[config.mk]
export PLATFORM = sky130hd
export DESIGN_NAME = infrared_sir_framer
export DESIGN_NICKNAME = d
export VERILOG_FILES = /design/src/include/infrared_sir_framer_pkg.sv /design/src/infrared_sir_framer.sv
export VERILOG_INCLUDE_DIRS = /design/src /design/src/include
export SDC_FILE = /design/constraint.sdc
export NUM_CORES = 1
export LEC_CHECK = 0
export ABC_CLOCK_PERIOD_IN_PS = 4300
export BUFFER_PORTS_ARGS = -buffer_cell sky130_fd_sc_hd__buf_4
export CORE_MARGIN = 1
export CORE_UTILIZATION = 55
export CTS_CLUSTER_DIAMETER = 100
export DETAILED_ROUTE_END_ITERATION = 8
export GPL_ROUTABILITY_DRIVEN = 1
export HOLD_SLACK_MARGIN = 0.15
export PLACE_DENSITY = 0.75
export SLEW_MARGIN = 20
export SYNTH_ARGS = -nofsm -noshare
export SYNTH_HDL_FRONTEND = slang
export SYNTH_SLANG_ARGS = --single-unit
[constraint.sdc]
create_clock -name mclk -period 4.3 [get_ports mclk]
set_input_delay 0.215 -clock mclk [delete_from_list [all_inputs] [get_ports mclk]]
set_output_delay 0.215 -clock mclk [all_outputs]
set_load 0.02 [all_outputs]
[src/include/infrared_sir_framer_defines.svh]
// Purpose: Offsets, reset values, field positions and timing for the infrared framer
// Assumes: 100 MHz system clock
// Notes: Byte addresses on a 32-bit APB
`ifndef INFRARED_SIR_FRAMER_DEFINES_SVH
`define INFRARED_SIR_FRAMER_DEFINES_SVH

`define OFS_DATA_PORT 8'h00
`define OFS_FIFO_FLUSH 8'h04
`define OFS_MAX_TURN 8'h08
`define OFS_MIN_TURN 8'h0C
`define OFS_EXTRA_FLAGS 8'h10
`define OFS_RATE_DIV 8'h14
`define OFS_TX_LENGTH 8'h18
`define OFS_RX_FIRST_LEN 8'h1C
`define OFS_ABORT 8'h20
`define OFS_TX_CONTROL 8'h24
`define OFS_RX_CONTROL 8'h28
`define OFS_THRESHOLDS 8'h2C
`define OFS_IRQ_MASK 8'h30
`define OFS_IRQ_PENDING 8'h34
`define OFS_RX_FLAGS 8'h38
`define OFS_RX_MAX_LEN 8'h40
`define OFS_TIMER_EN 8'h48

`define RST_MAX_TURN 14'h3E80
`define RST_MIN_TURN 16'hFDE8
`define RST_EXTRA_FLAGS 7'h0B
`define RST_RATE_DIV 16'h0055
`define RST_TX_LENGTH 12'h040

`define TXC_EN 0
`define TXC_MODE 1
`define TXC_INV 2
`define TXC_ONE 3
`define RXC_EN 0
`define RXC_INV 1
`define RXC_ONE 2
`define FLAG_TYPE_BIT 7

`define BYTE_BOF 8'hC0
`define BYTE_EOF 8'hC1
`define BYTE_ESC 8'h7D
`define BYTE_FILL 8'hFF
`define BYTE_XOR 8'h20
`define PF_BIT 4
`define CRC_INIT 16'hFFFF
`define CRC_POLY 16'h8408
`define CRC_GOOD 16'hF0B8

`define SUB_LAST 4'hF
`define SUB_MID 4'h8
`define PULSE_SUBS 4'h3
`define LAST_BIT 4'h9
`define PULSE_NS 1610
`define CLK_MHZ 100
`define PULSE_CYCLES ((`PULSE_NS * `CLK_MHZ) / 1000)

`endif

[src/include/infrared_sir_framer_pkg.sv]
// Purpose: Types shared by the infrared framer and its bench
// Assumes: APB with 32-bit data
// Notes: Byte addresses in paddr
package infrared_sir_framer_pkg;

	typedef struct packed {
		logic psel;
		logic penable;
		logic pwrite;
		logic [7:0] paddr;
		logic [31:0] pwdata;
	} apb_req_type;

	typedef struct packed {
		logic [31:0] prdata;
		logic pready;
		logic pslverr;
	} apb_rsp_type;

	typedef struct packed {
		logic txReq;
		logic rxReq;
	} dma_type;

	typedef enum logic [2:0] {
		T_IDLE = 3'b000,
		T_XBOF = 3'b001,
		T_DATA = 3'b010,
		T_ESC = 3'b011,
		T_FCS = 3'b100,
		T_EOF = 3'b101,
		T_ABORT = 3'b110,
		T_DONE = 3'b111
	} tx_state_type;

	typedef enum logic [1:0] {
		R_HUNT = 2'b00,
		R_DATA = 2'b01,
		R_ESC = 2'b10
	} rx_state_type;

endpackage

[src/infrared_sir_framer.sv]
// Purpose: Serial infrared framer with APB registers, DMA requests and pulse modem
// Assumes: mclk 100 MHz, sys_rst synchronous active high, DMA moves bytes through the data port
// Notes: Timers count in sample ticks (system clock / divisor)
// Contract
// RULE_01: Transmit adds flags, stuffing, check, end flag
// RULE_02: Receive drops flags, unstuffs, checks, finds end
// RULE_03: Pulses of 3/16 bit out, demodulated in
// RULE_04: One DMA request per direction
// RULE_05: Data port writes transmit, reads receive bytes
// RULE_06: Writing one to flush clears FIFOs
// RULE_07: Maximum turnaround 14 bits, default 500 ms; code resets it to 16000 sample ticks, 13.6 ms at the reset divisor
// RULE_08: Minimum turnaround 16 bits, default 10 ms; code resets it to 65000 sample ticks, 55.25 ms at the reset divisor
// RULE_09: Extra start flag count, reset eleven
// RULE_10: Flag type picks C0h or FFh
// RULE_11: Bit rate is clock over divisor over 16
// RULE_12: Transmit length setting, first received length; code never loads the first received length, which reads 0
// RULE_13: Abort sends abort sequence, no check
// RULE_14: Transmit control holds enable and modulation
// RULE_15: Invert bits flip transceiver polarity
// RULE_16: One-shot clears direction enable after frame
// RULE_17: FIFO thresholds from two-bit codes
// RULE_18: Interrupt only for enabled sources
// RULE_19: Turnaround and threshold timers raise timeouts
// RULE_20: Flag early restart of incoming frame
// RULE_21: Flag second poll/final frame received
// RULE_22: Summary error on any receive condition
// RULE_23: Receive length error above programmed maximum
// RULE_24: Framing error on zero stop bit
// RULE_25: Reading pending flags clears those read
//
// Added by the designer: register access over APB.
`include "infrared_sir_framer_defines.svh"

module infrared_sir_framer #(
	parameter int FifoDepth = 4,
	parameter logic [15:0] ThreshTicks = 16'hBB80,
	parameter logic [15:0] QueueIdleTicks = 16'h0200
) (
	input wire logic mclk,
	input wire logic sys_rst,
	input wire infrared_sir_framer_pkg::apb_req_type apbReq,
	output infrared_sir_framer_pkg::apb_rsp_type apbRsp_q,
	output infrared_sir_framer_pkg::dma_type dmaReq_q,
	output logic irq_q,
	output logic irTx_q,
	input wire logic irRx
);
	import infrared_sir_framer_pkg::*;

	localparam int PW = $clog2(FifoDepth);
	localparam logic [PW:0] DEPTH = (PW + 1)'(FifoDepth);

	function automatic logic [15:0] crcStep(input logic [15:0] c, input logic [7:0] d);
		logic [15:0] r;
		r = c ^ {8'h00, d};
		for (int i = 0; i < 8; i++) begin
			r = r[0] ? ((r >> 1) ^ `CRC_POLY) : (r >> 1);
		end
		return r;
	endfunction

	function automatic logic isSpecial(input logic [7:0] b);
		return (b == `BYTE_BOF) || (b == `BYTE_EOF) || (b == `BYTE_ESC);
	endfunction

	logic [13:0] maxTurn_q;
	logic [15:0] minTurn_q, divisor_q, divCnt_q;
	logic [6:0] extraFlags_q;
	logic flagType_q, abort_q, txEn_q, mode_q, txInv_q, txOne_q, rxEn_q, rxInv_q, rxOne_q;
	logic [11:0] txLength_q, rxFirstLen_q, rxMaxLen_q;
	logic [1:0] txThr_q, rxThr_q;
	logic [12:0] irqMask_q, irqPend_q, evt;
	logic [7:0] status_q, statEvt;
	logic [2:0] timerEn_q;
	logic wrEn, rdEn, tick_q, flush;
	logic [31:0] rdVal;

	// APB: one wait state, effects at the edge where pready is high
	assign wrEn = apbReq.psel && apbReq.penable && apbRsp_q.pready && apbReq.pwrite;
	assign rdEn = apbReq.psel && apbReq.penable && apbRsp_q.pready && !apbReq.pwrite;
	assign flush = wrEn && apbReq.paddr == `OFS_FIFO_FLUSH && apbReq.pwdata[0]; // [RULE_06]

	// FIFOs
	logic [7:0] txMem [FifoDepth];
	logic [7:0] rxMem [FifoDepth];
	logic [PW-1:0] txWr_q, txRd_q, rxWr_q, rxRd_q;
	logic [PW:0] txCount_q, rxCount_q;
	logic txPush, txPop, rxPush_q, rxPop;
	logic [7:0] rxPushData_q;

	assign txPush = wrEn && apbReq.paddr == `OFS_DATA_PORT && txCount_q != DEPTH; // [RULE_05]
	assign rxPop = rdEn && apbReq.paddr == `OFS_DATA_PORT && rxCount_q != '0; // [RULE_05]

	always_ff @(posedge mclk) begin
		if (sys_rst || flush) begin
			txWr_q <= '0;
			txRd_q <= '0;
			txCount_q <= '0;
		end else begin
			if (txPush) begin
				txMem[txWr_q] <= apbReq.pwdata[7:0];
				txWr_q <= txWr_q + 1'b1;
			end
			if (txPop)
				txRd_q <= txRd_q + 1'b1;
			txCount_q <= txCount_q + (PW + 1)'(txPush) - (PW + 1)'(txPop);
		end
	end

	logic rxOver;
	assign rxOver = rxPush_q && rxCount_q == DEPTH && !rxPop;
	always_ff @(posedge mclk) begin
		if (sys_rst || flush) begin
			rxWr_q <= '0;
			rxRd_q <= '0;
			rxCount_q <= '0;
		end else begin
			if (rxPush_q && !rxOver) begin
				rxMem[rxWr_q] <= rxPushData_q;
				rxWr_q <= rxWr_q + 1'b1;
			end
			if (rxPop)
				rxRd_q <= rxRd_q + 1'b1;
			rxCount_q <= rxCount_q + (PW + 1)'(rxPush_q && !rxOver) - (PW + 1)'(rxPop);
		end
	end

	// Sample tick: 16 per bit
	always_ff @(posedge mclk) begin
		if (sys_rst) begin
			divCnt_q <= '0;
			tick_q <= 1'b0;
		end else begin
			tick_q <= 1'b0;
			if (divCnt_q + 16'h0001 >= divisor_q) begin // [RULE_11]
				divCnt_q <= '0;
				tick_q <= 1'b1;
			end else
				divCnt_q <= divCnt_q + 16'h0001;
		end
	end

	// Transmit character shifter and pulse modulator
	tx_state_type txState_q, escRet_q;
	logic [9:0] txShift_q;
	logic [3:0] txBits_q, txSub_q;
	logic txBusy_q, txAbortSent_q, txDone_q, fcsIdx_q, txStart;
	logic [6:0] flagCnt_q;
	logic [11:0] txSent_q;
	logic [15:0] txCrc_q;
	logic [7:0] escByte_q, fcsByte;
	logic [7:0] pulseCnt_q;
	logic txCharFree, pulse;

	// Characters start on a sample tick so every cell, and the first pulse, is whole
	assign txCharFree = !txBusy_q && txState_q != T_IDLE && tick_q;
	assign txPop = txCharFree && txState_q == T_DATA && !abort_q && txSent_q != txLength_q && txCount_q != '0;
	assign fcsByte = fcsIdx_q ? ~txCrc_q[15:8] : ~txCrc_q[7:0];
	assign txStart = txState_q == T_IDLE && txEn_q && (txCount_q != '0 || abort_q);

	always_ff @(posedge mclk) begin
		if (sys_rst) begin
			txState_q <= T_IDLE;
			escRet_q <= T_DATA;
			txShift_q <= '1;
			txBits_q <= '0;
			txSub_q <= '0;
			txBusy_q <= 1'b0;
			flagCnt_q <= '0;
			txSent_q <= '0;
			txCrc_q <= `CRC_INIT;
			escByte_q <= '0;
			fcsIdx_q <= 1'b0;
			txAbortSent_q <= 1'b0;
			txDone_q <= 1'b0;
		end else begin
			txDone_q <= 1'b0;
			if (txBusy_q && tick_q) begin
				txSub_q <= txSub_q + 4'h1;
				if (txSub_q == `SUB_LAST) begin
					txShift_q <= {1'b1, txShift_q[9:1]};
					txBits_q <= txBits_q - 4'h1;
					txBusy_q <= txBits_q != 4'h1;
				end
			end
			if (txCharFree) begin
				// Loading a byte frames it with start 0 and stop 1
				txBits_q <= 4'hA;
				txSub_q <= '0;
				case (txState_q)
					T_XBOF: begin
						txBusy_q <= 1'b1;
						if (abort_q) begin
							txShift_q <= {1'b1, `BYTE_ESC, 1'b0}; // [RULE_13]
							txState_q <= T_ABORT;
						end else if (flagCnt_q == '0) begin
							txShift_q <= {1'b1, `BYTE_BOF, 1'b0}; // [RULE_01]
							txState_q <= T_DATA;
						end else begin
							txShift_q <= {1'b1, flagType_q ? `BYTE_BOF : `BYTE_FILL, 1'b0}; // [RULE_09] [RULE_10]
							flagCnt_q <= flagCnt_q - 7'h01;
						end
					end
					T_DATA: begin
						if (abort_q) begin
							txBusy_q <= 1'b1;
							txShift_q <= {1'b1, `BYTE_ESC, 1'b0}; // [RULE_13]
							txState_q <= T_ABORT;
						end else if (txSent_q == txLength_q) begin // [RULE_12]
							txState_q <= T_FCS;
							fcsIdx_q <= 1'b0;
						end else if (txPop) begin
							txBusy_q <= 1'b1;
							txSent_q <= txSent_q + 12'h001;
							txCrc_q <= crcStep(txCrc_q, txMem[txRd_q]);
							if (isSpecial(txMem[txRd_q])) begin // [RULE_01]
								txShift_q <= {1'b1, `BYTE_ESC, 1'b0};
								escByte_q <= txMem[txRd_q] ^ `BYTE_XOR;
								escRet_q <= T_DATA;
								txState_q <= T_ESC;
							end else
								txShift_q <= {1'b1, txMem[txRd_q], 1'b0};
						end
					end
					T_ESC: begin
						txBusy_q <= 1'b1;
						txShift_q <= {1'b1, escByte_q, 1'b0};
						txState_q <= escRet_q;
					end
					T_FCS: begin
						txBusy_q <= 1'b1;
						fcsIdx_q <= 1'b1;
						escRet_q <= fcsIdx_q ? T_EOF : T_FCS;
						if (isSpecial(fcsByte)) begin // [RULE_01]
							txShift_q <= {1'b1, `BYTE_ESC, 1'b0};
							escByte_q <= fcsByte ^ `BYTE_XOR;
							txState_q <= T_ESC;
						end else begin
							txShift_q <= {1'b1, fcsByte, 1'b0};
							txState_q <= fcsIdx_q ? T_EOF : T_FCS;
						end
					end
					T_EOF, T_ABORT: begin
						txBusy_q <= 1'b1;
						txShift_q <= {1'b1, `BYTE_EOF, 1'b0}; // [RULE_01] [RULE_13]
						txAbortSent_q <= txState_q == T_ABORT;
						txState_q <= T_DONE;
					end
					T_DONE: begin
						txDone_q <= 1'b1;
						txState_q <= T_IDLE;
					end
					default: txState_q <= T_IDLE;
				endcase
			end else if (txStart) begin
				txState_q <= T_XBOF;
				flagCnt_q <= extraFlags_q;
				txSent_q <= '0;
				txCrc_q <= `CRC_INIT;
				txAbortSent_q <= 1'b0;
			end
		end
	end

	assign pulse = mode_q ? pulseCnt_q != '0 : (txBusy_q && !txShift_q[0] && txSub_q < `PULSE_SUBS); // [RULE_03] [RULE_14]
	always_ff @(posedge mclk) begin
		if (sys_rst) begin
			pulseCnt_q <= '0;
			irTx_q <= 1'b0;
		end else begin
			if (txBusy_q && tick_q && txSub_q == '0 && !txShift_q[0] && mode_q)
				pulseCnt_q <= 8'(`PULSE_CYCLES); // [RULE_14]
			else if (pulseCnt_q != '0)
				pulseCnt_q <= pulseCnt_q - 8'h01;
			irTx_q <= pulse ^ txInv_q; // [RULE_15]
		end
	end

	// Receive demodulator: any pulse within a bit cell is a zero
	// Cells are judged mid-cell, as a start found late would overlap the next pulse
	logic rxIn_q, pulseSeen_q, rxActive_q, rxByteValid_q, frameErrEvt_q, cellEnd;
	logic [3:0] rxSub_q, rxIdx_q;
	logic [7:0] rxShift_q;

	assign cellEnd = tick_q && (rxActive_q ? rxSub_q == `SUB_MID : 1'b1);
	always_ff @(posedge mclk) begin
		if (sys_rst) begin
			rxIn_q <= 1'b0;
			pulseSeen_q <= 1'b0;
			rxActive_q <= 1'b0;
			rxSub_q <= '0;
			rxIdx_q <= '0;
			rxShift_q <= '0;
			rxByteValid_q <= 1'b0;
			frameErrEvt_q <= 1'b0;
		end else begin
			rxIn_q <= (irRx ^ rxInv_q) && rxEn_q; // [RULE_15]
			pulseSeen_q <= (pulseSeen_q && !cellEnd) || rxIn_q; // [RULE_03]
			rxByteValid_q <= 1'b0;
			frameErrEvt_q <= 1'b0;
			if (tick_q) begin
				if (!rxActive_q) begin
					rxActive_q <= pulseSeen_q;
					rxSub_q <= '0;
					rxIdx_q <= '0;
				end else begin
					rxSub_q <= rxSub_q + 4'h1;
					if (rxSub_q == `SUB_MID) begin
						rxIdx_q <= rxIdx_q + 4'h1;
						if (rxIdx_q == `LAST_BIT) begin
							rxActive_q <= 1'b0;
							rxByteValid_q <= 1'b1;
							frameErrEvt_q <= pulseSeen_q; // [RULE_24]
						end else if (rxIdx_q != '0)
							rxShift_q <= {!pulseSeen_q, rxShift_q[7:1]}; // [RULE_03]
					end
				end
			end
		end
	end

	// Receive deframer
	rx_state_type rxState_q;
	logic [7:0] hold0_q, hold1_q, rxData;
	logic [1:0] holdCnt_q, frameNo_q;
	logic [11:0] rxLen_q, payLen;
	logic [15:0] rxCrc_q;
	logic pf_q, rxDone_q, rxAbortEvt_q, restartEvt_q, secondEvt_q, crcEvt_q, dataErrEvt_q, sizeEvt_q, pfEvt_q;
	logic isData;

	assign isData = (rxState_q == R_ESC && !isSpecial(rxShift_q)) ||
		(rxState_q == R_DATA && !isSpecial(rxShift_q));
	assign rxData = rxState_q == R_ESC ? rxShift_q ^ `BYTE_XOR : rxShift_q;
	assign payLen = rxLen_q - 12'h002;

	always_ff @(posedge mclk) begin
		if (sys_rst || !rxEn_q) begin
			rxState_q <= R_HUNT;
			{hold0_q, hold1_q, holdCnt_q, rxLen_q, pf_q} <= '0;
			rxCrc_q <= `CRC_INIT;
			{rxPush_q, rxPushData_q, rxDone_q, rxAbortEvt_q, restartEvt_q, secondEvt_q} <= '0;
			{crcEvt_q, dataErrEvt_q, sizeEvt_q, pfEvt_q, frameNo_q} <= '0;
		end else begin
			{rxPush_q, rxDone_q, rxAbortEvt_q, restartEvt_q, secondEvt_q} <= '0;
			{crcEvt_q, dataErrEvt_q, sizeEvt_q, pfEvt_q} <= '0;
			if (rxByteValid_q) begin
				if (rxShift_q == `BYTE_BOF || rxState_q == R_HUNT) begin
					// Repeated flags before data are dropped
					restartEvt_q <= rxShift_q == `BYTE_BOF && rxLen_q != '0; // [RULE_20]
					if (rxShift_q == `BYTE_BOF) begin // [RULE_02]
						rxState_q <= R_DATA;
						{holdCnt_q, rxLen_q, pf_q} <= '0;
						rxCrc_q <= `CRC_INIT;
					end
				end else if (rxShift_q == `BYTE_EOF) begin
					rxState_q <= R_HUNT;
					rxLen_q <= '0;
					if (rxState_q == R_ESC)
						rxAbortEvt_q <= 1'b1; // [RULE_13]
					else begin
						rxDone_q <= 1'b1; // [RULE_02]
						crcEvt_q <= rxCrc_q != `CRC_GOOD || holdCnt_q != 2'h2;
						pfEvt_q <= pf_q;
						frameNo_q <= frameNo_q + 2'(frameNo_q != 2'h2);
						secondEvt_q <= pf_q && frameNo_q == 2'h1; // [RULE_21]
					end
				end else if (rxShift_q == `BYTE_ESC && rxState_q == R_DATA)
					rxState_q <= R_ESC; // [RULE_02]
				else if (isData) begin
					rxState_q <= R_DATA;
					rxCrc_q <= crcStep(rxCrc_q, rxData);
					rxLen_q <= rxLen_q + 12'h001;
					if (rxLen_q == 12'h001)
						pf_q <= rxData[`PF_BIT];
					hold1_q <= rxData;
					hold0_q <= hold1_q;
					holdCnt_q <= holdCnt_q + 2'(holdCnt_q != 2'h2);
					// The last two bytes are the check and never reach the FIFO
					rxPush_q <= holdCnt_q == 2'h2;
					rxPushData_q <= hold0_q;
					sizeEvt_q <= rxMaxLen_q != '0 && rxLen_q >= rxMaxLen_q + 12'h002; // [RULE_23]
				end else begin
					dataErrEvt_q <= 1'b1;
					rxState_q <= R_DATA;
				end
			end
		end
	end

	// Timers tick at the sample rate
	logic [15:0] minTimer_q, maxTimer_q, thrTimer_q, idleTimer_q;
	logic minEvt_q, maxEvt_q, thrEvt_q, idleEvt_q, rxEnOld_q;
	always_ff @(posedge mclk) begin
		if (sys_rst) begin
			{minTimer_q, maxTimer_q, thrTimer_q, idleTimer_q} <= '0;
			{minEvt_q, maxEvt_q, thrEvt_q, idleEvt_q, rxEnOld_q} <= '0;
		end else begin
			{minEvt_q, maxEvt_q, thrEvt_q, idleEvt_q} <= '0;
			rxEnOld_q <= rxEn_q;
			if (txDone_q)
				minTimer_q <= timerEn_q[1] ? minTurn_q : '0; // [RULE_08]
			else if (tick_q && minTimer_q != '0) begin
				minTimer_q <= minTimer_q - 16'h0001;
				minEvt_q <= minTimer_q == 16'h0001; // [RULE_19]
			end
			if (txStart)
				maxTimer_q <= timerEn_q[0] ? {2'b00, maxTurn_q} : '0; // [RULE_07]
			else if (txDone_q)
				maxTimer_q <= '0;
			else if (tick_q && maxTimer_q != '0) begin
				maxTimer_q <= maxTimer_q - 16'h0001;
				maxEvt_q <= maxTimer_q == 16'h0001; // [RULE_19]
			end
			if (rxDone_q || (rxEn_q && !rxEnOld_q))
				thrTimer_q <= timerEn_q[2] ? ThreshTicks : '0;
			else if (tick_q && thrTimer_q != '0) begin
				thrTimer_q <= thrTimer_q - 16'h0001;
				thrEvt_q <= thrTimer_q == 16'h0001; // [RULE_19]
			end
			if (rxPush_q || rxPop || rxCount_q == '0)
				idleTimer_q <= QueueIdleTicks;
			else if (tick_q && idleTimer_q != '0) begin
				idleTimer_q <= idleTimer_q - 16'h0001;
				idleEvt_q <= idleTimer_q == 16'h0001;
			end
		end
	end

	// Condition and interrupt events
	logic txLvl_q, rxLvl_q, hold1Lvl_q, txLvl, rxLvl, hold1Lvl;
	assign txLvl = txCount_q <= (PW + 1)'(txThr_q); // [RULE_17]
	assign rxLvl = rxCount_q > (PW + 1)'(rxThr_q); // [RULE_17]
	assign hold1Lvl = rxCount_q == (PW + 1)'(1);
	assign statEvt = {pfEvt_q, dataErrEvt_q, frameErrEvt_q, crcEvt_q, hold1Lvl && !hold1Lvl_q,
		rdEn && apbReq.paddr == `OFS_DATA_PORT && rxCount_q == '0, rxOver, sizeEvt_q};
	assign evt = {secondEvt_q, restartEvt_q, thrEvt_q, idleEvt_q, txDone_q && txAbortSent_q, rxAbortEvt_q,
		maxEvt_q, minEvt_q, rxDone_q, txDone_q && !txAbortSent_q, |statEvt, rxLvl && !rxLvl_q,
		txLvl && !txLvl_q}; // [RULE_22] [RULE_20] [RULE_21]

	// Register file
	always_ff @(posedge mclk) begin
		if (sys_rst) begin
			maxTurn_q <= `RST_MAX_TURN; // [RULE_07]
			minTurn_q <= `RST_MIN_TURN; // [RULE_08]
			extraFlags_q <= `RST_EXTRA_FLAGS; // [RULE_09]
			divisor_q <= `RST_RATE_DIV; // [RULE_11]
			txLength_q <= `RST_TX_LENGTH; // [RULE_12]
			{flagType_q, abort_q, txEn_q, mode_q, txInv_q, txOne_q, rxEn_q, rxInv_q, rxOne_q} <= '0;
			{rxFirstLen_q, rxMaxLen_q, txThr_q, rxThr_q, irqMask_q, irqPend_q, status_q, timerEn_q} <= '0;
			// Empty transmit queue already meets any threshold: no false edge after reset
			txLvl_q <= 1'b1;
			{rxLvl_q, hold1Lvl_q, irq_q} <= '0;
		end else begin
			txLvl_q <= txLvl;
			rxLvl_q <= rxLvl;
			hold1Lvl_q <= hold1Lvl;
			if (wrEn) begin
				case (apbReq.paddr)
					`OFS_MAX_TURN: maxTurn_q <= apbReq.pwdata[13:0];
					`OFS_MIN_TURN: minTurn_q <= apbReq.pwdata[15:0];
					`OFS_EXTRA_FLAGS: {flagType_q, extraFlags_q} <= apbReq.pwdata[7:0];
					`OFS_RATE_DIV: divisor_q <= apbReq.pwdata[15:0];
					`OFS_TX_LENGTH: txLength_q <= apbReq.pwdata[11:0];
					`OFS_ABORT: abort_q <= apbReq.pwdata[0];
					`OFS_TX_CONTROL: {txOne_q, txInv_q, mode_q, txEn_q} <= apbReq.pwdata[3:0]; // [RULE_14]
					`OFS_RX_CONTROL: {rxOne_q, rxInv_q, rxEn_q} <= apbReq.pwdata[2:0];
					`OFS_THRESHOLDS: {rxThr_q, txThr_q} <= apbReq.pwdata[3:0];
					`OFS_IRQ_MASK: irqMask_q <= apbReq.pwdata[12:0];
					`OFS_RX_MAX_LEN: rxMaxLen_q <= apbReq.pwdata[11:0];
					`OFS_TIMER_EN: timerEn_q <= apbReq.pwdata[2:0];
					default: ;
				endcase
			end
			if (txDone_q) begin
				abort_q <= 1'b0;
				if (txOne_q)
					txEn_q <= 1'b0; // [RULE_16]
			end
			if (rxDone_q && rxOne_q)
				rxEn_q <= 1'b0; // [RULE_16]
			if (rxDone_q && frameNo_q == '0)
				rxFirstLen_q <= payLen; // [RULE_12]
			// New events win over a clear in the same cycle
			status_q <= (status_q & ~((wrEn && apbReq.paddr == `OFS_RX_FLAGS) ? apbReq.pwdata[7:0] : 8'h00))
				| statEvt;
			irqPend_q <= (irqPend_q & ~((rdEn && apbReq.paddr == `OFS_IRQ_PENDING) ? apbRsp_q.prdata[12:0]
				: 13'h0000)) | evt; // [RULE_25]
			irq_q <= |(irqPend_q & irqMask_q); // [RULE_18]
		end
	end

	always_comb begin
		rdVal = '0;
		case (apbReq.paddr)
			`OFS_DATA_PORT: rdVal[7:0] = rxMem[rxRd_q]; // [RULE_05]
			`OFS_FIFO_FLUSH: rdVal = '0;
			`OFS_MAX_TURN: rdVal[13:0] = maxTurn_q;
			`OFS_MIN_TURN: rdVal[15:0] = minTurn_q;
			`OFS_EXTRA_FLAGS: rdVal[7:0] = {flagType_q, extraFlags_q};
			`OFS_RATE_DIV: rdVal[15:0] = divisor_q;
			`OFS_TX_LENGTH: rdVal[11:0] = txLength_q;
			`OFS_RX_FIRST_LEN: rdVal[11:0] = rxFirstLen_q;
			`OFS_ABORT: rdVal[0] = abort_q;
			`OFS_TX_CONTROL: rdVal[3:0] = {txOne_q, txInv_q, mode_q, txEn_q};
			`OFS_RX_CONTROL: rdVal[2:0] = {rxOne_q, rxInv_q, rxEn_q};
			`OFS_THRESHOLDS: rdVal[3:0] = {rxThr_q, txThr_q};
			`OFS_IRQ_MASK: rdVal[12:0] = irqMask_q;
			`OFS_IRQ_PENDING: rdVal[12:0] = irqPend_q;
			`OFS_RX_FLAGS: rdVal[7:0] = status_q;
			`OFS_RX_MAX_LEN: rdVal[11:0] = rxMaxLen_q;
			`OFS_TIMER_EN: rdVal[2:0] = timerEn_q;
			default: rdVal = '0;
		endcase
	end

	always_ff @(posedge mclk) begin
		if (sys_rst) begin
			apbRsp_q <= '0;
			dmaReq_q <= '0;
		end else begin
			apbRsp_q.pready <= apbReq.psel && apbReq.penable && !apbRsp_q.pready;
			if (apbReq.psel && apbReq.penable && !apbRsp_q.pready) begin
				apbRsp_q.prdata <= apbReq.pwrite ? 32'h0000_0000 : rdVal;
				apbRsp_q.pslverr <= rdVal == '0 && apbReq.paddr != `OFS_DATA_PORT && apbReq.paddr[1:0] != 2'b00;
			end
			dmaReq_q.txReq <= txEn_q && txCount_q < DEPTH - (PW + 1)'(txPush); // [RULE_04]
			dmaReq_q.rxReq <= rxCount_q > (PW + 1)'(rxPop); // [RULE_04]
		end
	end

endmodule

-- After elaboration in Yosys (flattened, before gate mapping)
Memory sizes are Yosys's and may differ from the RTL's. A register that Yosys moved wholly into a read port is not among the register bits.
Index checks and enable logic that the tools add are counted.
W data, S select, Z words.
- flip-flop bits (word level): 448
- latch bits: 0
- RAM bits: 64
- bits in read-only memories: 0
- bits of input ports: 46
- output and inout bits: 38
- word-level logic and storage cells: 582
- memories kept: 2
- add/sub/neg operators: 26
- multipliers: 0
- divide/modulo/power cells: 0
- $lt $le $gt $ge: 7
- eq/ne operators: 74
- shifts and indexed selects: 0
- mux-type cells: 163
- bitwise operators: 47
- reductions and logical operators: 171
- memory list (name ; words ; bits a word ; read ports ; clocked after Yosys merged registers in ; wr ports ; RTL line ; source):
    rxMem ; 4 ; 8 ; 1 ; 1 ; 1 ; infrared_sir_framer.sv:85 ; logic [7:0] rxMem [FifoDepth];
    txMem ; 4 ; 8 ; 1 ; 1 ; 1 ; infrared_sir_framer.sv:84 ; logic [7:0] txMem [FifoDepth];
- operators with widths (kind ; number):
    $mux W16 ; 37
    $mux W12 ; 11
    $mux W10 ; 8
    $mux W8 ; 9
    $eq A16 B1 Y1 const B ; 4
    $reduce_bool A16 Y1 ; 4
    $sub A16 B1 Y16 const B ; 4
    $eq A8 B6 Y1 const B ; 7
    $logic_and A1 B1 Y1 ; 55
    $pmux W10 S5 ; 1
    $eq A8 B8 Y1 const B ; 6
    $not A2 Y3 ; 16
    $pmux W4 S11 ; 1
    $mux W7 ; 6
    $eq A8 B7 Y1 const B ; 5
    $mux W1 ; 39
    $mux W3 ; 13
    $reduce_and A2 Y1 ; 17
    $eq A8 B5 Y1 const B ; 4
    $logic_not A32 Y1 ; 1
    $pmux W4 S8 ; 1
    $xor A16 B8 Y16 ; 2
    $pmux W2 S15 ; 1
    $mux W9 ; 3
    other kinds (84) ; 233

-- Logic depth before layout (Yosys ltp)
Gate-level depths: netlist of the first run.
- word-level depth: 23
- depth in mapped cells: 14
- mapped depth without buffers: 13

-- Least setup slack after synthesis of the first run
OpenSTA, ideal clock, no wires.
- path kind: reg-to-reg
- start: register divCnt_q[2]
- end: register divCnt_q[10]
- setup time: 128 ps
- data arrival time: 2902 ps
- required time: 4172 ps
- path slack: 1270 ps
- stages on the path, launching flop included: 13
- buffers on the path: 1
- clock period less this slack: 3030 ps
- cell sequence: dfxtp_1 > and3_1 > and3_1 > nand4_1 > nor3_1 > xor2_1 > ha_1 > nand4_1 > nor2_1 > inv_1 > o311ai_0 > clkbuf_1 > nor2b_1
- longest elaborated chain between the ends: 3
- ends and longest elaborated chain (element ; RTL line ; source):
    from (decl) ; infrared_sir_framer.sv:67 ; logic [15:0] minTurn_q, divisor_q, divCnt_q;
    from (signal assigned) ; infrared_sir_framer.sv:139 ; divCnt_q <= divCnt_q + 16'h0001;
    $add A16 B1 Y16 (*) ; infrared_sir_framer.sv:135, infrared_sir_framer.sv:139 ;
    $ge A16 B16 Y1 ; infrared_sir_framer.sv:135 ; if (divCnt_q + 16'h0001 >= divisor_q) begin
    $reduce_or A2 Y1 (no source line) ; n/a ;
Every way passes the cells marked *; elsewhere a longest branch is shown, timed or not.
A chain may end at the register's enable or synchronous reset.

-- Final worst setup path of the first run
- start: input apbReq[32] (netlist name)
- end: register rxCount_q[2]
- longest elaborated chain between the ends: 9
- elaborated cells between the ends (all ways): 13
- those cells by class: add/sub (2); eq/ne (1); reduce/logical (10)
- ends and longest elaborated chain (element ; RTL line ; source):
    from (decl) ; infrared_sir_framer.sv:41 ; input wire infrared_sir_framer_pkg::apb_req_type apbReq,
    $logic_not A8 Y1 ; n/a ;
    $logic_and A1 B1 Y1 (no source line) ; n/a ;
    $logic_and A1 B1 Y1 ; infrared_sir_framer.sv:92 ; assign rxPop = rdEn && apbReq.paddr == `OFS_DATA_PORT && rxCount_q != '0;
    $logic_not A1 Y1 ; infrared_sir_framer.sv:111 ; assign rxOver = rxPush_q && rxCount_q == DEPTH && !rxPop;
    $logic_and A1 B1 Y1 ; infrared_sir_framer.sv:111 ;
    $logic_not A1 Y1 ; infrared_sir_framer.sv:124 ; rxCount_q <= rxCount_q + (PW + 1)'(rxPush_q && !rxOver) - (PW + 1)'(rxPop);
    $logic_and A1 B1 Y1 ; infrared_sir_framer.sv:124 ;
    $add A3 B1 Y3 ; infrared_sir_framer.sv:124 ;
    $sub A3 B1 Y3 ; infrared_sir_framer.sv:124 ;
    to (signal assigned) ; infrared_sir_framer.sv:124 ;
    to (decl) ; infrared_sir_framer.sv:87 ; logic [PW:0] txCount_q, rxCount_q;
Several ways; a longest one is shown, not always the timed one.

==> impl_metrics.env, run 1 <==
export IMPL_design_die_area_mm2=0.0439
export IMPL_layout_cells_most_common="dfxtp_1"
export IMPL_vias=20200
export IMPL_rsz_0062_raised_after_global_routing="no"
export IMPL_drt_iter0_drc=2211
export IMPL_synthSimpleGateAreaFrac_pct=21.7
export IMPL_globalplace_congestion=0.958
export IMPL_reg2regPathDepth=6
export IMPL_grt_antenna_before_repair=0
export IMPL_diodes=0
export IMPL_dominant_combinational_cell_family_by_area_after_synthesis="simple AND/OR/NAND/NOR gates"
export IMPL_p_per_area_mw_per_mm2=373
export IMPL_timing_worst_slew_pin_value_ps=1080
export IMPL_ant_nets=0
export IMPL_global_route_usage_met3_pct=4.97
export IMPL_stdcell_area_mm2=0.0264
export IMPL_hold_start="apbReq[37]"
export IMPL_clkLatencyLatePin_ps=600
export IMPL_drt_drc_violations_left=0
export IMPL_synth_adder_area_share_pct=4.44
export IMPL_layout_common_cells="dfxtp_1, nand2_1, nor2_1"
export IMPL_start_kind="primary input"
export IMPL_cts_setup_buffers=0
export IMPL_r2r_start="txState_q[1]"
export IMPL_nFillCells=3512
export IMPL_synth_area_per_cell_um2=8.75
export IMPL_chipHeight_um=210
export IMPL_cp_end_kind="register"
export IMPL_synthTopCellsByArea="dfxtp_1, edfxtp_1, nand2_1, a21oi_1, ha_1"
export IMPL_routedWlPerCell_um=19.4
export IMPL_fmax_mhz=284
export IMPL_slowest_delay_ps=870
export IMPL_crit_slowest_cell="nor4_1"
export IMPL_met2_usage_pct=47.1
export IMPL_timing_hold_worst_endpoint="timerEn_q[2]"
export IMPL_grt_busiest_layer="met2"
export IMPL_min_delay_path_depth=5
export IMPL_post_synth_num_cell_types=91
export IMPL_start_util_pct=56.2
export IMPL_num_rows=75
export IMPL_globalRouteTotalUtil_pct=29.2
export IMPL_timing_rr_end="txCrc_q[1]"
export IMPL_synth_mux_area_fraction_pct=3.37
export IMPL_place_inst=3184
export IMPL_timing_final_max_slew_violations=0
export IMPL_grt_overflow_total=0
export IMPL_report_power_total_w=0.00986
export IMPL_layout_area_overhead_vs_synth_pct=11.4
export IMPL_final_min_clock_period_ps=3520
export IMPL_ys_warnings=0
export IMPL_finalSetupViolations=0
export IMPL_layout_nets=2852
export IMPL_route_detailed_vias_per_inst=6.10
export IMPL_clock_tree_from_tritoncts="yes"
export IMPL_grt_start_max_net_pins=164
export IMPL_netlist_instances=2711
export IMPL_number_of_buffers_on_the_longest_clock_path=3
export IMPL_first_pass_iters=8
export IMPL_post_dp_cell_area_mm2=0.0244
export IMPL_r2r_slack_ps=810
export IMPL_required_ps=4740
export IMPL_estimated_wirelength_of_the_detail_placed_design_um=43900
export IMPL_sequential_share_of_the_synthesized_area_pct=44.9
export IMPL_hold_path_class="primary input to register"
export IMPL_tns_ps=0
export IMPL_tcrit_tclk_final_pct=81.9
export IMPL_clkSlewWorstSetupHoldPaths_ps=70
export IMPL_grt_pass1_wl_um=103000
export IMPL_synthArstFlopShare_pct=0
export IMPL_top_area_cell_type_share_of_the_netlist_area_pct=36.8
export IMPL_die_width_um=210
export IMPL_drive_above_1_share_pct=8.10
export IMPL_drt_total_wl_um=64200
export IMPL_kind_of_critical_path="primary input to register"
export IMPL_synth_main_ff_cell="dfxtp_1"
export IMPL_synth_compound_gate_area_share_pct=15.1
export IMPL_netlist_top_cell_by_area="dfxtp_1"
export IMPL_top_level_ports=84
export IMPL_maxCapViolCount=0
export IMPL_static_leakage_power_nw=9.64
export IMPL_buffer_ports_inserted=51
export IMPL_cts_sinks=500
export IMPL_synth_edf_count=64
export IMPL_fin_cells=3304
export IMPL_numCtsBuffers=51
export IMPL_yosys_area_share_xor_xnor_pct=6.13
export IMPL_clock_skew_ps=24.5
export IMPL_timing_critical_path_cells="dlygate4sd3_1, buf_4, nor4_1, nand2_1, nor3_1, o21ai_0, o21bai_1, ha_1, inv_1, fa_1, xnor2_1, nor2_1"
export IMPL_met1_usage_pct=37.8
export IMPL_clock_tree_root_cell="clkbuf_16"
export IMPL_cts_htree_levels=2
export IMPL_yosys_register_bits=500
export IMPL_core_mm2=0.0422
export IMPL_mappedNetlistArea_mm2=0.0237
export IMPL_crit_arrival_ps=3970
export IMPL_report_final_hold_viol_count=0
export IMPL_status="finished, final reports clean"
export IMPL_worst_slew_margin_rel_pct=27.2
export IMPL_number_of_global_route_vias_before_repair=19300
export IMPL_worstPathMaxFanout=5
export IMPL_max_vdd_ir_drop_mv=0.294
-- area by class of cell --
class	instances	area [µm²]	area share [%]
clock buffers	74	1560	5.89
clock inverters	21	236	0.895
inverters	79	297	1.12
multi-input cells	1985	12100	45.9
flip-flops and latches	500	10700	40.3
well taps	539	674	2.55
repair buffers	106	875	3.31
-- per-layer routing --
layer	part of all wire (%)	up-vias
li1	-	9550
met3	7.4	199
met4	4.9	0
met1	42	9586
met2	46	815
met5	0	-
-- cells in the mapped netlist (all sizes together) (4+ instances only) --
| master | n |
|---|---|
| nor2b | 23 |
| xnor2 | 98 |
| nor4b | 9 |
| or2 | 8 |
| a21oi | 229 |
| nand3b | 5 |
| nor3b | 7 |
| a222oi | 10 |
| a32oi | 7 |
| a31oi | 17 |
| clkbuf | 128 |
| or4 | 11 |
| nand4 | 31 |
| a311oi | 6 |
| or3 | 27 |
| and2 | 46 |
| a22o | 15 |
| nor4bb | 4 |
| edfxtp | 64 |
| o22ai | 6 |
| ha | 81 |
| a22oi | 61 |
| o211ai | 13 |
| mux2i | 31 |
| nor3 | 91 |
| dfxtp | 436 |
| and3 | 17 |
| nand3 | 94 |
| o311ai | 8 |
| nand2 | 420 |
| o31ai | 6 |
| a21o | 13 |
| o21ai | 84 |
| nand4b | 5 |
| a2111oi | 6 |
| nand2b | 13 |
| inv | 79 |
| mux4 | 16 |
| nor2 | 255 |
| xor2 | 68 |
| mux2 | 10 |
| buf | 34 |
| a221oi | 16 |
| a211oi | 31 |
| nor4 | 31 |
-- registers in the layout, summed over array words and instances, names as in the netlist, 10 cells and up, named ones only --
signal / count
txShift_q: 10
idleTimer_q: 16
rxMem: 32
maxTimer_q: 16
rxMaxLen_q: 12
irqMask_q: 13
minTurn_q: 16
rxLen_q: 12
apbRsp_q: 18
txLength_q: 12
divCnt_q: 16
divisor_q: 16
rxFirstLen_q: 12
maxTurn_q: 14
irqPend_q: 13
rxCrc_q: 16
txMem: 32
thrTimer_q: 16
minTimer_q: 16
txCrc_q: 16
txSent_q: 12
-- how the worst max path moves through the flow --
stage / from / end
final: apbReq[32] / rxCount_q[2]
after CTS: txState_q[1] / txCrc_q[1]
after global routing: apbReq[32] / rxCount_q[2]
after global placement: txState_q[1] / txCrc_q[3]
after floorplan: divCnt_q[2] / divCnt_q[10]
after detailed placement: txState_q[1] / txCrc_q[1]
-- power breakdown --
group          leakage [nW]  internal [W]  switching (W)  total, W
clock                 0.878       0.00281        0.00187   0.00468
sequential             4.18       0.00476      0.0000337   0.00479
combinational          4.58      0.000143       0.000241  0.000384
total                  9.64       0.00771        0.00215   0.00986
-- through the flow --
step | setup slack [ps] | util [%] | hold WS [ps]
after floorplan | 1270 | - | 314
after global placement | 1040 | 57.7 | 424
after detailed placement | 952 | 57.7 | 425
after CTS | 912 | 62.5 | 227
after global routing | 597 | 62.6 | 270
final | 779 | 62.6 | 256
-- cell families after synthesis --
group / Yosys count
AND/OR/NAND/NOR: 1103
AO/OA/AOI/OAI: 560
adder cells (fa/ha/maj): 83
buffers and inverters: 241
flip-flops: 500
XOR/XNOR: 166
other: 1
multiplexers: 57
-- worst max-delay path, delay by kind of cell --
kind	cells	cell delay, ps
buf+inv	3	740
compound gates	2	610
simple gates	4	1690
xor+xnor	1	160
fa+ha+maj	2	550
-- repair_timing --
action | CTS | global route
endpoints found under the setup margin | 0 | 0
hold endpoints to repair | 196 | 0
hold buffers | 25 | 0
resized for setup | 0 | 0
(Power assumes the default switching activity.)
==> run 2, diff against run 1 <==
Settings changed: ABC_AREA set to 1, ABC_CLOCK_PERIOD_IN_PS 4300 to 3550.
Clock period 4.3 ns to 3.55 ns, I/O delays scaled along.
==> impl_metrics.env, run 2 <==
export IMPL_stdcell_area_mm2=0.0280
export IMPL_num_rows=77
export IMPL_synth_cells_most_frequent="nand2_1, dfxtp_1, inv_1"
export IMPL_cts_htree_levels=2
export IMPL_number_of_global_route_vias_before_repair=22100
export IMPL_finalSetupViolations=0
export IMPL_yosys_area_share_xor_xnor_pct=2.98
export IMPL_synthSimpleGateAreaFrac_pct=24.2
export IMPL_crit_arrival_ps=3470
export IMPL_layout_area_overhead_vs_synth_pct=11.9
export IMPL_vias=23400
export IMPL_timing_worst_slew_pin_value_ps=864
export IMPL_biggestRegsByFlops="rxMem: 32 flops, txMem: 32 flops, apbRsp_q: 18 flops"
export IMPL_worstPathMaxFanout=15
export IMPL_start_kind="register"
export IMPL_r2r_slack_ps=600
export IMPL_grt_pass1_wl_um=115000
export IMPL_core_mm2=0.0445
export IMPL_dominant_combinational_cell_family_by_area_after_synthesis="simple AND/OR/NAND/NOR gates"
export IMPL_chipHeight_um=215
export IMPL_cts_sinks=500
export IMPL_start_util_pct=56.1
export IMPL_grt_start_max_net_pins=59
export IMPL_worst_slew_margin_rel_pct=42.2
export IMPL_synth_area_per_cell_um2=7.33
export IMPL_sequential_share_of_the_synthesized_area_pct=42.6
export IMPL_clock_tree_from_tritoncts="yes"
export IMPL_number_of_buffers_on_the_longest_clock_path=3
export IMPL_mappedNetlistArea_mm2=0.0250
export IMPL_design_die_area_mm2=0.0463
export IMPL_static_leakage_power_nw=11.6
export IMPL_max_vdd_ir_drop_mv=0.351
export IMPL_final_core_util_pct=62.8
export IMPL_top_level_ports=84
export IMPL_tns_ps=0
export IMPL_fmax_mhz=340
export IMPL_p_per_area_mw_per_mm2=429
export IMPL_routedWlPerCell_um=17.4
export IMPL_top_area_cell_type_share_of_the_netlist_area_pct=34.9
export IMPL_synthArstFlopShare_pct=0
export IMPL_first_pass_iters=7
export IMPL_kind_of_critical_path="register to register"
export IMPL_netlist_instances=3407
export IMPL_synth_adder_area_share_pct=4.22
export IMPL_estimated_wirelength_of_the_detail_placed_design_um=51300
export IMPL_ant_nets=0
export IMPL_buffer_ports_inserted=51
export IMPL_synth_edf_count=64
export IMPL_cts_repair_resized=0
export IMPL_rsz_0062_raised_after_global_routing="no"
export IMPL_grt_overflow_total=0
export IMPL_synth_most_common_cell="nand2_1"
export IMPL_synth_main_ff_cell="dfxtp_1"
export IMPL_netlist_top_cell_by_area="dfxtp_1"
export IMPL_cp_end_kind="register"
export IMPL_nFillCells=3895
export IMPL_numCtsBuffers=53
export IMPL_drive_above_1_share_pct=7.15
export IMPL_synth_mux_area_fraction_pct=0
export IMPL_hold_path_class="primary input to register"
export IMPL_tcrit_tclk_final_pct=83.0
export IMPL_route_detailed_vias_per_inst=5.69
export IMPL_clkLatencyLatePin_ps=610
export IMPL_layout_nets=3598
export IMPL_clkSlewWorstSetupHoldPaths_ps=60
export IMPL_drt_drc_violations_left=0
export IMPL_status="finished, final reports clean"
export IMPL_report_final_hold_viol_count=0
export IMPL_globalplace_congestion=0.968
export IMPL_layout_cells_most_common="nand2_1"
export IMPL_yosys_register_bits=500
export IMPL_synthTopCellsByArea="dfxtp_1, nand2_1, edfxtp_1, o21ai_0, a21oi_1"
export IMPL_synth_compound_gate_area_share_pct=17.1
export IMPL_drt_iter0_drc=2582
export IMPL_post_dp_cell_area_mm2=0.0258
export IMPL_final_min_clock_period_ps=2950
export IMPL_clock_skew_ps=18.7
export IMPL_clock_tree_root_cell="clkbuf_16"
export IMPL_maxCapViolCount=0
export IMPL_post_synth_num_cell_types=63
export IMPL_layout_common_cells="nand2_1, dfxtp_1, inv_1"
export IMPL_place_inst=3973
export IMPL_die_width_um=215
export IMPL_timing_final_max_slew_violations=0
export IMPL_grt_antenna_before_repair=2
export IMPL_required_ps=4070
export IMPL_fin_cells=4105
export IMPL_globalRouteTotalUtil_pct=30.6
export IMPL_ys_warnings=0
export IMPL_drt_total_wl_um=71500
==> run 2: cell types whose count changed after synthesis, moves of 68 or more <==
cell	delta
inv_1	+319
a21oi_1	+77
o21ai_0	+236
xnor2_1	-68
nand3_1	+102
nor2_1	+112
nand2_1	+250
==> run 2: routing by layer <==
metal,GRT usage [%],share of wire (%),vias to the layer above
li1,-,-,11400
met1,40.3,42,10800
met2,49.6,45,979
met3,5.52,8.8,172
met4,11.9,3.8,2
met5,0,0.021,-
==> run 2: path summary, 6_finish.rpt <==
| kind | start | endpoint | cells past startpoint |
|---|---|---|---|
| worst max-delay path | divCnt_q[0] | divCnt_q[2] | 15 |
| worst min-delay path | apbReq[34] | rxThr_q[0] | 5 |
| worst max register to register | divCnt_q[0] | divCnt_q[2] | 15 |
| worst min register to register | maxEvt_q | irqPend_q[6] | 2 |
==> run 2: cell families after synthesis <==
logic type,Yosys count
AO/OA/AOI/OAI,776
XOR/XNOR,84
adder cells (fa/ha/maj),83
buffers and inverters,550
flip-flops,500
other,1
AND/OR/NAND/NOR,1413
==> run 2: area by class of cell <==
class / instances / area (µm²) / share of cell area, %
Inverter: 423 / 1590 / 5.70
Clock inverter: 24 / 235 / 0.841
Clock buffer: 74 / 1570 / 5.61
Antenna cell: 1 / 2.50 / 0.00895
Tap cell: 592 / 741 / 2.65
Multi-Input combinational cell: 2372 / 12200 / 43.5
Timing Repair Buffer: 119 / 1000 / 3.58
Sequential cell: 500 / 10700 / 38.1
==> run 2: through the flow <==
stage          hold slack (ps)  setup WS, ps  power, W
2_1_floorplan              272           846   0.00621
3_3_place_gp               402           689   0.00634
3_5_place_dp               414           664   0.00636
4_1_cts                    205           638    0.0120
5_1_grt                    251           299    0.0124
6_report                   282           605    0.0120
==> run 2: what timing repair did <==
item | 4_1_cts | 5_1_grt
hold buffers | 33 | 0
setup buffers | 0 | 0
endpoints found under the hold margin | 153 | 0
==> run 2: power by group <==
group	switching [W]	leakage, nW	total, W	internal [W]
Clock	0.00234	0.887	0.00571	0.00337
Sequential	0.0000295	4.10	0.00579	0.00576
Combinational	0.000316	6.65	0.000481	0.000164
==> run 2: critical path, cell delays in order, from the launching register on <==
cell     delay (ps)
dfxtp_1         380
and3_1          200
nand3_1         130
nor2_1          150
nand2_1         100
nor3_1          270
nand4_1         150
xor2_1          210
inv_1            70
ha_1            290
a21oi_1         130
o21ai_0         100
a21oi_1         210
nand4_1         120
buf_4           230
nor3_1          130
